[config.mk]
export PLATFORM = sky130hd
export DESIGN_NAME = dbt_trigger
export DESIGN_NICKNAME = d
export VERILOG_FILES = /design/src/verilog/dbt_pkg.sv /design/src/verilog/dbt_cmp.sv /design/src/verilog/dbt_fifo_mem.sv /design/src/verilog/dbt_trigger.sv
export VERILOG_INCLUDE_DIRS = /design/src /design/src/verilog
export SDC_FILE = /design/constraint.sdc
export NUM_CORES = 1
export LEC_CHECK = 0
export ABC_AREA = 0
export BUFFER_PORTS_ARGS = -buffer_cell sky130_fd_sc_hd__buf_2
export CORE_AREA = 10 10 92 174
export CTS_CLUSTER_DIAMETER = 200
export DETAILED_ROUTE_END_ITERATION = 8
export DIE_AREA = 0 0 102 184
export GPL_ROUTABILITY_DRIVEN = 1
export PLACE_DENSITY = 0.88
export SETUP_SLACK_MARGIN = 0.02
export SLEW_MARGIN = 20
export SYNTH_ARGS = -nofsm -noshare
export SYNTH_HDL_FRONTEND = slang
export SYNTH_HIERARCHICAL = 1
export SYNTH_SLANG_ARGS = --single-unit
[constraint.sdc]
create_clock -name pclk -period 4.5 [get_ports pclk]
set_clock_uncertainty 0.1 [all_clocks]
set_input_delay 0 -clock pclk [delete_from_list [all_inputs] [get_ports pclk]]
set_output_delay 0 -clock pclk [all_outputs]
set_load 0.01 [all_outputs]
[src/verilog/dbt_regs.svh]
// register map, field positions, reset values and sizes of the debug trigger block
`ifndef DBT_REGS_SVH
`define DBT_REGS_SVH

// sizes
`define DBT_ADDR_W      16
`define DBT_DATA_W      8
`define DBT_FIFO_DEPTH  8
`define DBT_PTR_W       3
`define DBT_CNT_W       4
`define DBT_PADDR_W     8

// register byte offsets
`define DBT_OFF_CMPA    8'h00
`define DBT_OFF_CMPB    8'h04
`define DBT_OFF_CTRL    8'h08
`define DBT_OFF_STAT    8'h0c
`define DBT_OFF_FIFO    8'h10

// control fields
`define DBT_CTRL_W      9
`define DBT_CTRL_ARM    0
`define DBT_CTRL_MD_LO  1
`define DBT_CTRL_MD_HI  4
`define DBT_CTRL_DIREN  5
`define DBT_CTRL_DIRVAL 6
`define DBT_CTRL_PROCESSOR_BREAK_ENABLE  7
`define DBT_CTRL_TAG    8

// status fields
`define DBT_STAT_RUN    0
`define DBT_STAT_AHIT   1
`define DBT_STAT_TRIG   2
`define DBT_STAT_FULL   3
`define DBT_STAT_CN_LO  4
`define DBT_STAT_CN_HI  7

// reset values and full count
`define DBT_CMP_RST     16'h0000
`define DBT_CTRL_RST    9'h000
`define DBT_CNT_FULL    4'h8

`endif

[src/verilog/dbt_pkg.sv]
// types shared by the debug trigger block
`default_nettype none
package dbt_pkg;

	// trigger modes in control field order; codes above the last are illegal
	typedef enum logic [3:0] {
		DBT_A_ONLY,
		DBT_A_OR_B,
		DBT_A_THEN_B,
		DBT_A_AND_DATA,
		DBT_A_AND_NOT_DATA,
		DBT_EVENT_B,
		DBT_A_THEN_EVENT_B,
		DBT_INSIDE,
		DBT_OUTSIDE
	} dbt_mode_t;

endpackage
`default_nettype wire

[src/verilog/dbt_cmp.sv]
// address and data comparators against the two comparator values
`timescale 1ns/100ps
`default_nettype none
`include "dbt_regs.svh"

module dbt_cmp (
	// observed bus
	input  wire logic [`DBT_ADDR_W-1:0] addr,
	input  wire logic [`DBT_DATA_W-1:0] data,
	// comparator values
	input  wire logic [`DBT_ADDR_W-1:0] cmp_a,
	input  wire logic [`DBT_ADDR_W-1:0] cmp_b,
	// results
	output logic                        eq_a,
	output logic                        eq_b,
	output logic                        ge_a,
	output logic                        le_b,
	output logic                        data_eq
);

	// address equality and range bounds
	assign eq_a = (addr == cmp_a);
	assign eq_b = (addr == cmp_b);
	assign ge_a = (addr >= cmp_a);
	assign le_b = (addr <= cmp_b);

	// data is checked against the low byte of comparator b only
	assign data_eq = (data == cmp_b[`DBT_DATA_W-1:0]);

endmodule
`default_nettype wire

[src/verilog/dbt_fifo_mem.sv]
// capture memory for the debug trigger fifo, registered read data
`timescale 1ns/100ps
`default_nettype none
`include "dbt_regs.svh"

module dbt_fifo_mem (
	// clock
	input  wire logic                   pclk,
	// write port
	input  wire logic                   wr_en,
	input  wire logic [`DBT_PTR_W-1:0]  wr_addr,
	input  wire logic [`DBT_DATA_W-1:0] wr_data,
	// read port
	input  wire logic [`DBT_PTR_W-1:0]  rd_addr,
	output logic      [`DBT_DATA_W-1:0] rd_data
);

	logic [`DBT_DATA_W-1:0] mem [`DBT_FIFO_DEPTH];

	// storage write
	always_ff @(posedge pclk) begin
		if (wr_en) begin
			mem[wr_addr] <= wr_data;
		end
	end

	// registered read of the head entry
	always_ff @(posedge pclk) begin
		rd_data <= mem[rd_addr];
	end

endmodule
`default_nettype wire

[src/verilog/dbt_trigger.sv]
// debug trigger comparator with capture fifo and apb register slave
`timescale 1ns/100ps
`default_nettype none
`include "dbt_regs.svh"

// Overview of operation
// [RULE1] A-only mode triggers whenever bus address equals comparator A.
// [RULE2] Either mode triggers when address equals comparator A or comparator B.
// [RULE3] A-then-B triggers on B match after an earlier A match, any gap.
// [RULE4] Full data mode: A address, B low byte data, optional direction match.
// [RULE5] Tag breakpoint in full modes ignores data; breaks on A address match.
// [RULE6] Full not-data mode: A address, data mismatch, optional direction match.
// [RULE7] Event-only B captures data of every cycle matching comparator B.
// [RULE8] Data-storing modes end the debug run once the fifo is full.
// [RULE9] After an A match, every B match captures that cycle's data.
// [RULE10] Inside range triggers when A <= address <= B.
// [RULE11] Outside range triggers when address < A or address > B.
// [RULE12] Arming a new run clears the remembered A match.
module dbt_trigger (
	// clock and reset
	input  wire logic                   pclk,
	input  wire logic                   presetn,
	// apb slave
	input  wire logic                   psel,
	input  wire logic                   penable,
	input  wire logic                   pwrite,
	input  wire logic [`DBT_PADDR_W-1:0] paddr,
	input  wire logic [31:0]            pwdata,
	output logic      [31:0]            prdata,
	output logic                        pready,
	output logic                        pslverr,
	// observed processor bus, one qualified cycle per bus_valid
	input  wire logic                   bus_valid,
	input  wire logic [`DBT_ADDR_W-1:0] bus_addr,
	input  wire logic [`DBT_DATA_W-1:0] bus_data,
	input  wire logic                   bus_rw,
	// to the processor core
	output logic                        trigger_pulse,
	output logic                        break_request,
	output logic                        break_is_tag,
	output logic                        run_active
);

	// register state
	logic [`DBT_ADDR_W-1:0] cmpa_q;
	logic [`DBT_ADDR_W-1:0] cmpb_q;
	logic [`DBT_CTRL_W-1:0] ctrl_q;
	logic                   run_q;
	logic                   a_seen_q;
	logic                   trig_seen_q;
	logic                   acc_done_q;
	logic                   head_stale_q;
	logic [31:0]            rdata_q;
	logic                   pop_ok_q;
	logic                   trig_q;
	logic                   brk_q;
	logic                   tag_q;

	// fifo state
	logic [`DBT_PTR_W-1:0]  wr_ptr_q;
	logic [`DBT_PTR_W-1:0]  rd_ptr_q;
	logic [`DBT_CNT_W-1:0]  cnt_q;
	logic [`DBT_DATA_W-1:0] head_data;

	// comparator results
	logic eq_a;
	logic eq_b;
	logic ge_a;
	logic le_b;
	logic data_eq;

	// decoded control
	dbt_pkg::dbt_mode_t mode;
	logic               dir_ok;
	logic               watch;
	logic               hit;
	logic               store_mode;
	logic               full_mode;
	logic               seq_mode;
	logic               fifo_full;
	logic               push;
	logic               pop;
	logic               brk_now;

	// apb decode
	logic               access;
	logic               done;
	logic               wr_cmpa;
	logic               wr_cmpb;
	logic               wr_ctrl;
	logic               arm;
	logic               mapped;
	logic [31:0]        rd_mux;

	// true when the byte address selects the given register
	function automatic logic sel_reg(input logic [`DBT_PADDR_W-1:0] a,
	                                 input logic [`DBT_PADDR_W-1:0] off);
		sel_reg = (a == off);
	endfunction

	dbt_cmp u_cmp (
		.addr    (bus_addr),
		.data    (bus_data),
		.cmp_a   (cmpa_q),
		.cmp_b   (cmpb_q),
		.eq_a    (eq_a),
		.eq_b    (eq_b),
		.ge_a    (ge_a),
		.le_b    (le_b),
		.data_eq (data_eq)
	);

	dbt_fifo_mem u_mem (
		.pclk    (pclk),
		.wr_en   (push),
		.wr_addr (wr_ptr_q),
		.wr_data (bus_data),
		.rd_addr (rd_ptr_q),
		.rd_data (head_data)
	);

	// control field decode
	assign mode       = dbt_pkg::dbt_mode_t'(ctrl_q[`DBT_CTRL_MD_HI:`DBT_CTRL_MD_LO]);
	assign dir_ok     = ~ctrl_q[`DBT_CTRL_DIREN] | (bus_rw == ctrl_q[`DBT_CTRL_DIRVAL]);
	assign watch      = bus_valid & run_q;
	assign store_mode = (mode == dbt_pkg::DBT_EVENT_B) | (mode == dbt_pkg::DBT_A_THEN_EVENT_B);
	assign full_mode  = (mode == dbt_pkg::DBT_A_AND_DATA) | (mode == dbt_pkg::DBT_A_AND_NOT_DATA);
	assign seq_mode   = (mode == dbt_pkg::DBT_A_THEN_B) | (mode == dbt_pkg::DBT_A_THEN_EVENT_B);
	assign fifo_full  = (cnt_q == `DBT_CNT_FULL);

	// trigger condition of the selected mode for the current bus cycle
	always_comb begin
		hit = 1'b0;
		unique case (mode)
			dbt_pkg::DBT_A_ONLY:         hit = eq_a;                     // [RULE1]
			dbt_pkg::DBT_A_OR_B:         hit = eq_a | eq_b;              // [RULE2]
			dbt_pkg::DBT_A_THEN_B:       hit = eq_b & a_seen_q;          // [RULE3]
			dbt_pkg::DBT_A_AND_DATA:     hit = eq_a & data_eq & dir_ok;  // [RULE4]
			dbt_pkg::DBT_A_AND_NOT_DATA: hit = eq_a & ~data_eq & dir_ok; // [RULE6]
			dbt_pkg::DBT_EVENT_B:        hit = eq_b;                     // [RULE7]
			dbt_pkg::DBT_A_THEN_EVENT_B: hit = eq_b & a_seen_q;          // [RULE9]
			dbt_pkg::DBT_INSIDE:         hit = ge_a & le_b;              // [RULE10]
			dbt_pkg::DBT_OUTSIDE:        hit = ~ge_a | ~le_b;            // [RULE11]
			default:                     hit = 1'b0;
		endcase
		hit = hit & watch;
	end

	// store-mode events write the cycle's data while room remains
	assign push = hit & store_mode & ~fifo_full; // [RULE7] [RULE9]

	// tag requests in full modes follow the address match alone
	always_comb begin
		brk_now = 1'b0;
		if (ctrl_q[`DBT_CTRL_PROCESSOR_BREAK_ENABLE]) begin
			if (ctrl_q[`DBT_CTRL_TAG] & full_mode) begin
				brk_now = watch & eq_a; // [RULE5]
			end else begin
				brk_now = hit;
			end
		end
	end

	// apb phases: one wait state, more while the head entry is stale, answer marked by pready
	assign access  = psel & penable;
	assign done    = access & acc_done_q;
	assign pready  = access & acc_done_q;
	assign mapped  = sel_reg(paddr, `DBT_OFF_CMPA) | sel_reg(paddr, `DBT_OFF_CMPB) |
	                 sel_reg(paddr, `DBT_OFF_CTRL) | sel_reg(paddr, `DBT_OFF_STAT) |
	                 sel_reg(paddr, `DBT_OFF_FIFO);
	assign pslverr = pready & ~mapped;
	assign prdata  = rdata_q;
	assign wr_cmpa = done & pwrite & sel_reg(paddr, `DBT_OFF_CMPA);
	assign wr_cmpb = done & pwrite & sel_reg(paddr, `DBT_OFF_CMPB);
	assign wr_ctrl = done & pwrite & sel_reg(paddr, `DBT_OFF_CTRL);
	assign arm     = wr_ctrl & pwdata[`DBT_CTRL_ARM];
	assign pop     = done & ~pwrite & sel_reg(paddr, `DBT_OFF_FIFO) & pop_ok_q;

	// read data selection
	always_comb begin
		rd_mux = 32'h0000_0000;
		if (sel_reg(paddr, `DBT_OFF_CMPA)) begin
			rd_mux[`DBT_ADDR_W-1:0] = cmpa_q;
		end else if (sel_reg(paddr, `DBT_OFF_CMPB)) begin
			rd_mux[`DBT_ADDR_W-1:0] = cmpb_q;
		end else if (sel_reg(paddr, `DBT_OFF_CTRL)) begin
			rd_mux[`DBT_CTRL_W-1:0] = ctrl_q;
			rd_mux[`DBT_CTRL_ARM]   = 1'b0;
		end else if (sel_reg(paddr, `DBT_OFF_STAT)) begin
			rd_mux[`DBT_STAT_RUN]   = run_q;
			rd_mux[`DBT_STAT_AHIT]  = a_seen_q;
			rd_mux[`DBT_STAT_TRIG]  = trig_seen_q;
			rd_mux[`DBT_STAT_FULL]  = fifo_full;
			rd_mux[`DBT_STAT_CN_HI:`DBT_STAT_CN_LO] = cnt_q;
		end else if (sel_reg(paddr, `DBT_OFF_FIFO)) begin
			if (cnt_q != '0) begin
				rd_mux[`DBT_DATA_W-1:0] = head_data;
			end
		end
	end

	// wait-state flag; held off while the head entry is being refreshed
	always_ff @(posedge pclk or negedge presetn) begin
		if (!presetn) begin
			acc_done_q <= 1'b0;
		end else begin
			acc_done_q <= access & ~acc_done_q & ~head_stale_q;
		end
	end

	// read data captured in each access cycle before pready; a fifo read pops only what it returned,
	// so a push landing after an empty read cannot be dropped unseen
	always_ff @(posedge pclk or negedge presetn) begin
		if (!presetn) begin
			rdata_q  <= 32'h0000_0000;
			pop_ok_q <= 1'b0;
		end else if (access & ~acc_done_q) begin
			rdata_q  <= pwrite ? 32'h0000_0000 : rd_mux;
			pop_ok_q <= ~pwrite & (cnt_q != '0);
		end
	end

	// comparator value registers
	always_ff @(posedge pclk or negedge presetn) begin
		if (!presetn) begin
			cmpa_q <= `DBT_CMP_RST;
			cmpb_q <= `DBT_CMP_RST;
		end else begin
			if (wr_cmpa) begin
				cmpa_q <= pwdata[`DBT_ADDR_W-1:0];
			end
			if (wr_cmpb) begin
				cmpb_q <= pwdata[`DBT_ADDR_W-1:0];
			end
		end
	end

	// control register; the arm bit is a command and is not stored
	always_ff @(posedge pclk or negedge presetn) begin
		if (!presetn) begin
			ctrl_q <= `DBT_CTRL_RST;
		end else if (wr_ctrl) begin
			ctrl_q <= pwdata[`DBT_CTRL_W-1:0];
			ctrl_q[`DBT_CTRL_ARM] <= 1'b0;
		end
	end

	// debug run: started by arm, stopped by a trigger outside the store modes, a full fifo in store modes or a control write without arm
	always_ff @(posedge pclk or negedge presetn) begin
		if (!presetn) begin
			run_q <= 1'b0;
		end else if (wr_ctrl) begin
			run_q <= pwdata[`DBT_CTRL_ARM];
		end else if (store_mode & fifo_full) begin
			run_q <= 1'b0; // [RULE8]
		end else if (hit & ~store_mode) begin
			run_q <= 1'b0;
		end
	end

	// remembered comparator a match for the sequential modes
	always_ff @(posedge pclk or negedge presetn) begin
		if (!presetn) begin
			a_seen_q <= 1'b0;
		end else if (arm) begin
			a_seen_q <= 1'b0; // [RULE12]
		end else if (watch & seq_mode & eq_a) begin
			a_seen_q <= 1'b1; // [RULE3] [RULE9]
		end
	end

	// sticky trigger-seen status, cleared by arming unless a hit comes in the same cycle
	always_ff @(posedge pclk or negedge presetn) begin
		if (!presetn) begin
			trig_seen_q <= 1'b0;
		end else if (hit) begin
			trig_seen_q <= 1'b1;
		end else if (arm) begin
			trig_seen_q <= 1'b0;
		end
	end

	// fifo pointers and fill count; arming empties the fifo
	always_ff @(posedge pclk or negedge presetn) begin
		if (!presetn) begin
			wr_ptr_q <= '0;
			rd_ptr_q <= '0;
			cnt_q    <= '0;
		end else if (arm) begin
			wr_ptr_q <= '0;
			rd_ptr_q <= '0;
			cnt_q    <= '0;
		end else begin
			if (push) begin
				wr_ptr_q <= wr_ptr_q + 1'b1;
			end
			if (pop) begin
				rd_ptr_q <= rd_ptr_q + 1'b1;
			end
			if (push & ~pop) begin
				cnt_q <= cnt_q + 1'b1;
			end else if (pop & ~push) begin
				cnt_q <= cnt_q - 1'b1;
			end
		end
	end

	// head data lags a pointer move or a write to the head by one cycle
	always_ff @(posedge pclk or negedge presetn) begin
		if (!presetn) begin
			head_stale_q <= 1'b0;
		end else begin
			head_stale_q <= (push & (wr_ptr_q == rd_ptr_q)) | pop | arm;
		end
	end

	// registered event outputs toward the core
	always_ff @(posedge pclk or negedge presetn) begin
		if (!presetn) begin
			trig_q <= 1'b0;
			brk_q  <= 1'b0;
			tag_q  <= 1'b0;
		end else begin
			trig_q <= hit;
			brk_q  <= brk_now;
			tag_q  <= brk_now & ctrl_q[`DBT_CTRL_TAG];
		end
	end

	assign trigger_pulse = trig_q;
	assign break_request = brk_q;
	assign break_is_tag  = tag_q;
	assign run_active    = run_q;

endmodule
`default_nettype wire
==> qor.txt, run 1 <==
PWR
----------------------------------------------------------------------------------------
VDD IR-drop max                                                                   328 uV
Leak Pwr                                                                         3.73 nW
Sequential share of power                                                          47.3%
Power per unit of standard cell area                                         340 nW/um^2
Part of the total power dissipated in combinational logic                           5.5%
Switching part of the total power                                                  23.7%
Int Power                                                                        2.26 mW
Share of total power in the clock network                                          47.2%
Pwr Total                                                                        2.97 mW
Switching power summed over all nets                                            0.703 mW

MIN PATH
----------------------------------------------------------------------------------------
Min-delay worst type                                                        primary input to flop
Worst Hold Path Cells                                                                  4
Startpoint of the worst hold path                                                   psel
Hold EP                                                                       acc_done_q

GRT
----------------------------------------------------------------------------------------
Gr ovfl total                                                                          0
Total routing usage reported by global routing                                     20.6%
Largest net degree at the start of global routing                                     76
Via count of the first global-routing pass                                          5649
Global-route wire length before repair                                          29500 um
Antenna violations before repair                                                       1

CRITICAL PATH
----------------------------------------------------------------------------------------
CP Capture Type                                                                     flop
Crit path kind                                                              flop to flop
Nature of the critical path startpoint                                              flop
Flop2flop setup slack                                                            0.58 ns
Required time of the worst setup path                                            4.45 ns
Critical register-to-register path startpoint                                  cmpa_q[6]
Worst Path Max Fanout                                                                  8
Cell depth of the worst flop-to-flop path                                             12
Critical path data arrival time                                                  3.87 ns
Capture instance of the worst register-to-register path                     u_mem/mem[2][0]

ROUTING
----------------------------------------------------------------------------------------
Via/cell ratio                                                                      6.16
Starting DRT DRC Count                                                               381
Vias post-DR                                                                        5274
Final routed DRC violation total                                                       0
Final routed wirelength across all metal layers                                 19000 um
Drt wl/cell                                                                      22.2 um
Initial DRT Pass Iterations                                                            5
Antenna-violating nets left                                                            0

LOGIC SYNTHESIS
----------------------------------------------------------------------------------------
Number of instances in the synthesized netlist                                       587
Yosys warning total                                                                    6
Share of flip-flops with an asynchronous set or reset after synthesis              51.0%
Post-synthesis average cell area                                               12.7 um^2
Post-synthesis register bit count                                                    147
Primary flip-flop cell chosen by synthesis mapping                               dfrtp_1
Number of enable flip-flop cells after synthesis                                      64
Number of library cell types mapped by synthesis                                      67
Mapped Area                                                                    7460 um^2
Share of the yosys chip area belonging to registers                                53.0%

PLACEMENT
----------------------------------------------------------------------------------------
Input/output buffers                                                                  76
Total half-perimeter wirelength after legalization and detailed placement       13900 um
Final RePlAce weighted congestion                                                  0.933

TIMING
----------------------------------------------------------------------------------------
Slew HR                                                                            34.3%
Setup repair after global routing missed its margin                                false
Worst Tran Pin Value                                                            0.986 ns
Min Clock Period, post-route                                                     3.92 ns
Final worst-path cycle share                                                       87.2%
Final setup violation count                                                            0
Total count of hold-check failures in the final report                                 0
Peak clock frequency supported by timing                                         255 MHz
Final setup TNS                                                                     0 ns
Number of pins exceeding their max-slew limit in the final report                      0

CLOCK TREE
----------------------------------------------------------------------------------------
Total clock sinks                                                                    147
Number of levels in the clock H-tree                                                   4
CTS clock-pin slew for the worst setup and hold paths                            0.07 ns
CTS max path bufs                                                                      2
Clock tree from TritonCTS                                                           done
Number of cells upsized or downsized after cts                                         0
Number of post-CTS setup repair buffers                                                0
Clock tree root driver cell                                                    clkbuf_16
Num CTS Buffers                                                                       17
Clock network latency to the later pin of the worst-skew pair                    0.43 ns

FLOORPLAN
----------------------------------------------------------------------------------------
Chip width                                                                        102 um
Area enclosed by the die boundary                                             18800 um^2
Starting density of the core                                                       56.8%
I/O Pins                                                                             109
Rows                                                                                  59
Die Y-Extent                                                                      184 um
Floorplan Core Area                                                           13100 um^2

RUN STATUS
----------------------------------------------------------------------------------------
Run status                                                                     completed

JOB
----------------------------------------------------------------------------------------
Max capacitance violation total                                                        0

FINAL LAYOUT
----------------------------------------------------------------------------------------
Most frequent cells in the layout                                           75 x dfrtp_1, 75 x buf_2, 64 x edfxtp_1
Fraction of final layout cells with drive strength greater than 1                  21.9%
# nets final                                                                         798
Area growth from synthesis to layout                                               17.0%

flip-flops by register name, summed over array words and instances (netlist names), 3 cells and up:
signal / flops
u_mem/mem: 64
cmpa_q: 16
cmpb_q: 16
prdata: 16
ctrl_q: 8
u_mem/rd_data: 8
cnt_q: 4
rd_ptr_q: 3
wr_ptr_q: 3
per-stage QoR:
| step | setup slack (ns) | instance area (um^2) | util (%) | instances | hold WS (ns) |
|---|---|---|---|---|---|
| final | 0.577 | 8740 | 66.5 | 856 | 0.00414 |
| after global routing | 0.429 | 8740 | 66.5 | 856 | 0.0315 |
| after CTS | 0.631 | 8730 | 66.5 | 855 | 0.00106 |
| after detailed placement | 0.698 | 7870 | 59.9 | 795 | 0.108 |
| after global placement | 0.799 | 7870 | 59.9 | 795 | 0.0849 |
| after floorplan | 1.25 | 7520 | - | 602 | -0.396 |
final cells by class:
type	instances	area (um^2)
Fill cell	908	4400
Clock inverter	13	139
Timing Repair Buffer	107	686
Multi-Input combinational cell	378	3170
Sequential cell	147	3960
Inverter	39	146
Tap cell	152	190
Antenna cell	1	2.50
Clock buffer	19	443
worst max-delay path, cell delays in order (launching register included):
cell	delay, ns
dfrtp_1	0.37
inv_1	0.06
ha_1	0.31
nand4_1	0.22
a21oi_1	0.28
a211oi_1	0.14
o31ai_1	0.33
nand3_1	0.12
a211oi_1	0.33
a311oi_1	0.15
nor2_2	0.26
nand2b_1	0.18
nor2_1	0.69
power groups by stage:
stage	Sequential [mW]	Combinational, mW	Clock [mW]
5_1_grt	1.40	0.177	1.47
3_5_place_dp	1.43	0.139	0
2_1_floorplan	1.43	0.0733	0
3_3_place_gp	1.43	0.131	0
4_1_cts	1.40	0.160	1.41
6_report	1.40	0.163	1.40
how the worst max path moves through the flow:
stage                            endpoint        from
after floorplan           u_mem/mem[0][0]  cmpa_q[15]
final                     u_mem/mem[2][0]   cmpa_q[6]
after CTS                 u_mem/mem[2][0]   cmpa_q[6]
after global routing             cnt_q[3]   cmpa_q[6]
after global placement           cnt_q[3]   cmpa_q[6]
after detailed placement  u_mem/mem[2][6]   cmpa_q[6]
routing by layer:
metal  share of wire (%)  vias to the layer above  routed length [um]  GRT usage [%]
met1                  32                     2601                6150           19.1
met2                  56                      249               10700           38.4
li1                    -                     2346                   -              -
met3                 5.5                       78                1040           3.92
met5                   0                        -                   0              0
met4                 5.9                        0                1130           14.6
kinds of logic after synthesis:
| kind of cell | count (synthesis) | share of synthesized area [%] |
|---|---|---|
| flip-flops | 147 | 53.0 |
| AND/OR/NAND/NOR | 131 | 9.79 |
| AO/OA/AOI/OAI | 103 | 9.07 |
| buffers and inverters | 77 | 5.23 |
| multiplexers | 73 | 14.4 |
| adder cells (fa/ha/maj) | 37 | 6.30 |
| XOR/XNOR | 18 | 2.11 |
| other | 1 | 0.0502 |
synthesized netlist by cell type, types with 15 or more instances:
| cell | instances | area share, % |
|---|---|---|
| a21o_1 | 15 | 1.5 |
| a21oi_1 | 24 | 1.6 |
| buf_4 | 16 | 1.6 |
| dfrtp_1 | 75 | 25 |
| edfxtp_1 | 64 | 26 |
| ha_1 | 36 | 6.0 |
| inv_1 | 39 | 2.0 |
| mux2_1 | 16 | 2.4 |
| mux2_2 | 22 | 3.3 |
| mux4_1 | 15 | 5.3 |
| nand2_1 | 37 | 1.9 |
| nor2_1 | 27 | 1.4 |
| o21ai_0 | 29 | 1.9 |
| xnor2_1 | 16 | 1.9 |
what timing repair did:
item / 4_1_cts / 5_1_grt
setup endpoints to repair: 0 / 0
hold buffers: 28 / 0
endpoints found under the hold margin: 181 / 0
No activity file was read; power rests on OpenSTA's default activity.
==> run 2: changes to the inputs <==
Settings changed: ABC_AREA 0 to 1, CORE_AREA 10 10 92 174 to 10 10 94 178, DIE_AREA 0 0 102 184 to 0 0 104 188.
==> run 2 against run 1 <==
  * Non-clock buffer count is the same
  * Flip-flop and latch count is the same
  * Setup slack gained 0.062 ns
  * Synthesized cell count grew 59%
  * Final cell count grew 44%
  * Cell area grew 4.5%
  * Utilization shrank 0.75 points
  * Register-to-register slack gained 0.06 ns
  * Largest cell class unchanged
  * First-iteration DRC count grew 54%
  * Sequential share of layout area shrank 2.0 points
  * Via count grew 29%
==> qor.txt, run 2 <==
RUN STATUS
----------------------------------------------------------------------------------------
Run status                                                                     completed

GRT
----------------------------------------------------------------------------------------
Antenna violations before repair                                                       0   -1
GR Util met1                                                                       19.4%   +0.31 points
Met2 Resource Use GR                                                               40.5%   +2.1 points
Via count of the first global-routing pass                                          7009   +24%
Busiest metal layer after global routing                                            met2
Gr ovfl total                                                                          0   unchanged
GR met3 Demand/Resource                                                            4.60%   +0.69 points
Largest net degree at the start of global routing                                     76   unchanged
Total routing usage reported by global routing                                     21.9%   +1.3 points
Global-route wire length before repair                                          34100 um   +15%

JOB
----------------------------------------------------------------------------------------
Max capacitance violation total                                                        0   unchanged

ROUTING
----------------------------------------------------------------------------------------
Initial DRT Pass Iterations                                                            6   +1
Drt wl/cell                                                                      17.4 um   -22%
Via/cell ratio                                                                      5.51   -11%
Starting DRT DRC Count                                                               585   +54%
Final routed wirelength across all metal layers                                 21500 um   +13%
Vias post-DR                                                                        6799   +29%
Antenna-violating nets left                                                            0   unchanged
Final routed DRC violation total                                                       0   unchanged

LOGIC SYNTHESIS
----------------------------------------------------------------------------------------
Number of enable flip-flop cells after synthesis                                      64   unchanged
Post-synthesis register bit count                                                    147   unchanged
Post-synthesis average cell area                                               8.43 um^2   -34%
Mapped Area                                                                    7880 um^2   +5.5%
Primary flip-flop cell chosen by synthesis mapping                               dfrtp_1
Share of flip-flops with an asynchronous set or reset after synthesis              51.0%   unchanged
Share of the yosys chip area belonging to registers                                50.3%   -2.8 points
Number of library cell types mapped by synthesis                                      42   -37%
Yosys warning total                                                                    6   unchanged
Most numerous cell in the Yosys netlist                                          nand2_1
Cell taking the most area after synthesis                                       edfxtp_1
Number of instances in the synthesized netlist                                       934   +59%
Cells taking the most area after synthesis                                  edfxtp_1 24%, dfrtp_1 24%, nand2_1 12%
Most instantiated cells after synthesis                                     253 x nand2_1, 161 x inv_1, 84 x o21ai_0, 75 x dfrtp_1, 64 x edfxtp_1
Yosys top cell area share                                                          24.4%   -1.3 points

TIMING
----------------------------------------------------------------------------------------
Number of pins exceeding their max-slew limit in the final report                      0   unchanged
Final setup TNS                                                                     0 ns   unchanged
Final worst-path cycle share                                                       85.8%   -1.4 points
Peak clock frequency supported by timing                                         259 MHz   +1.6%
Setup repair after global routing missed its margin                                false
Final setup violation count                                                            0   unchanged
Slew HR                                                                            26.2%   -8.1 points
Total count of hold-check failures in the final report                                 0   unchanged
Worst Setup Slack, final                                                        0.639 ns   +0.0621 ns
Worst Tran Pin Value                                                             1.10 ns   +0.117 ns
Final Hold Slack                                                               0.0771 ns   +0.0730 ns
Min Clock Period, post-route                                                     3.86 ns   -0.0621 ns

CRITICAL PATH
----------------------------------------------------------------------------------------
Worst Path Max Fanout                                                                  8   unchanged
CP Capture Type                                                                     flop
Required time of the worst setup path                                            4.45 ns   about the same
Nature of the critical path startpoint                                              flop
Critical path data arrival time                                                  3.81 ns   -0.06 ns
Crit path kind                                                              flop to flop
Launch point of the critical path                                             cmpb_q[15]
Critical register-to-register path startpoint                                 cmpb_q[15]

PWR
----------------------------------------------------------------------------------------
VDD IR-drop max                                                                   317 uV   -3.3%
Leak Pwr                                                                         4.41 nW   +18%
Pwr Total                                                                        2.93 mW   -1.2%
Power per unit of standard cell area                                         321 nW/um^2   -5.5%

FINAL LAYOUT
----------------------------------------------------------------------------------------
Most frequent cells in the layout                                           253 x nand2_1, 161 x inv_1, 84 x o21ai_0
Reg with most FFs                                                              u_mem/mem
Antenna cell count                                                                     0   -1
Core utilization of the finished layout                                            65.7%   -0.75 points
Non-filler instance count after layout                                              1235   +44%
Fraction of final layout cells with drive strength greater than 1                  13.3%   -8.6 points
Area growth from synthesis to layout                                               16.0%
Fill cell instance count of the final layout                                        1058   +17%
Most common cell after layout, fill and taps aside                               nand2_1
Flip-flop count of the largest register after layout                                  64   unchanged
Post-route standard cell area excluding fillers                                9130 um^2   +4.5%
# nets final                                                                        1141   +43%

FLOORPLAN
----------------------------------------------------------------------------------------
Floorplan Core Area                                                           13900 um^2   +5.7%
Starting density of the core                                                       56.7%   -0.11 points
I/O Pins                                                                             109   unchanged
Rows                                                                                  61   +3.4%
Chip width                                                                        104 um   +2.0%
Area enclosed by the die boundary                                             19600 um^2   +4.2%
Die Y-Extent                                                                      188 um   +2.2%

CLOCK TREE
----------------------------------------------------------------------------------------
Number of levels in the clock H-tree                                                   4   unchanged
Clock tree root driver cell                                                    clkbuf_16
Total clock sinks                                                                    147   unchanged
Clock tree from TritonCTS                                                           done
CTS clock-pin slew for the worst setup and hold paths                            0.06 ns   about the same
CTS max path bufs                                                                      2   unchanged
Number of post-CTS setup repair buffers                                                0   unchanged
Num CTS Buffers                                                                       17   unchanged
Clock network latency to the later pin of the worst-skew pair                    0.43 ns   about the same

PLACEMENT
----------------------------------------------------------------------------------------
Input/output buffers                                                                  76   unchanged
Total half-perimeter wirelength after legalization and detailed placement       15100 um   +8.6%
Final RePlAce weighted congestion                                                  0.953   +2.1%
Number of placed cells counting well taps                                           1176   +48%
Cell Area, Placed                                                              8290 um^2   +5.3%
Worst slack after detailed placement                                            0.838 ns   +0.140 ns

MIN PATH
----------------------------------------------------------------------------------------
Startpoint of the worst hold path                                               paddr[2]
Min-delay worst type                                                        primary input to flop

## run 2: logic make-up (layout without fill, tap and decap cells)
group	after synthesis	count (layout)	synth area share, %
AND/OR/NAND/NOR	388	388	21.4
buffers and inverters	210	307	11.7
flip-flops	147	147	50.3
AO/OA/AOI/OAI	139	139	9.25
adder cells (fa/ha/maj)	37	37	5.97
XOR/XNOR	12	12	1.33
other	1	16	0.0476
## run 2: area by class of cell
| class | instances | area, um^2 | area share [%] |
|---|---|---|---|
| tap | 189 | 236 | 2.59 |
| timing repair buffer | 107 | 683 | 7.48 |
| sequential | 147 | 3960 | 43.4 |
| clock buffer | 17 | 425 | 4.66 |
| clock inverter | 15 | 145 | 1.59 |
| multi-input combinational | 592 | 3050 | 33.4 |
| inverter | 168 | 633 | 6.93 |
## run 2: path summary, 6_finish.rpt
kind,endpoint,cells after the start,slack [ns]
min in group asynchronous,rd_ptr_q[1],2,0.16
setup / recovery,u_mem/mem[5][7],14,0.64
max in group asynchronous,ctrl_q[3],2,3.47
hold / removal,ctrl_q[7],4,0.08
hold reg to reg,acc_done_q,1,0.34
setup reg to reg,u_mem/mem[5][7],14,0.64
## run 2: timing repair
action / CTS / global route
endpoints found under the setup margin: 0 / 0
resized for setup: 0 / 0
hold buffers: 27 / 0
endpoints found under the hold margin: 186 / 0
## run 2: routing by layer
metal | vias up | part of all wire [%]
met1 | 3182 | 31
li1 | 3140 | -
met2 | 350 | 54
met4 | 0 | 8.6
met3 | 127 | 6.2
met5 | - | 0
## run 2: worst max-delay path, cell delays in order (launching register included)
cell and delay (ns):
dfrtp_1 0.39, inv_1 0.07, ha_1 0.30, nand2_1 0.09, nor2_1 0.32, nand2_1 0.19, nor4_2 0.32, nand3_1 0.15
o31ai_1 0.20, nand2_1 0.14, nand2_2 0.14, nand3_4 0.13, inv_1 0.12, nand2_1 0.12, nor2_1 0.71
## run 2: where the power goes
part           internal (mW)  switching (mW)  total, mW  leakage, nW
combinational         0.0610          0.0970      0.158         2.45
sequential              1.40         0.00270       1.41         1.68
clock                  0.773           0.595       1.37        0.272
total                   2.24           0.695       2.93         4.41
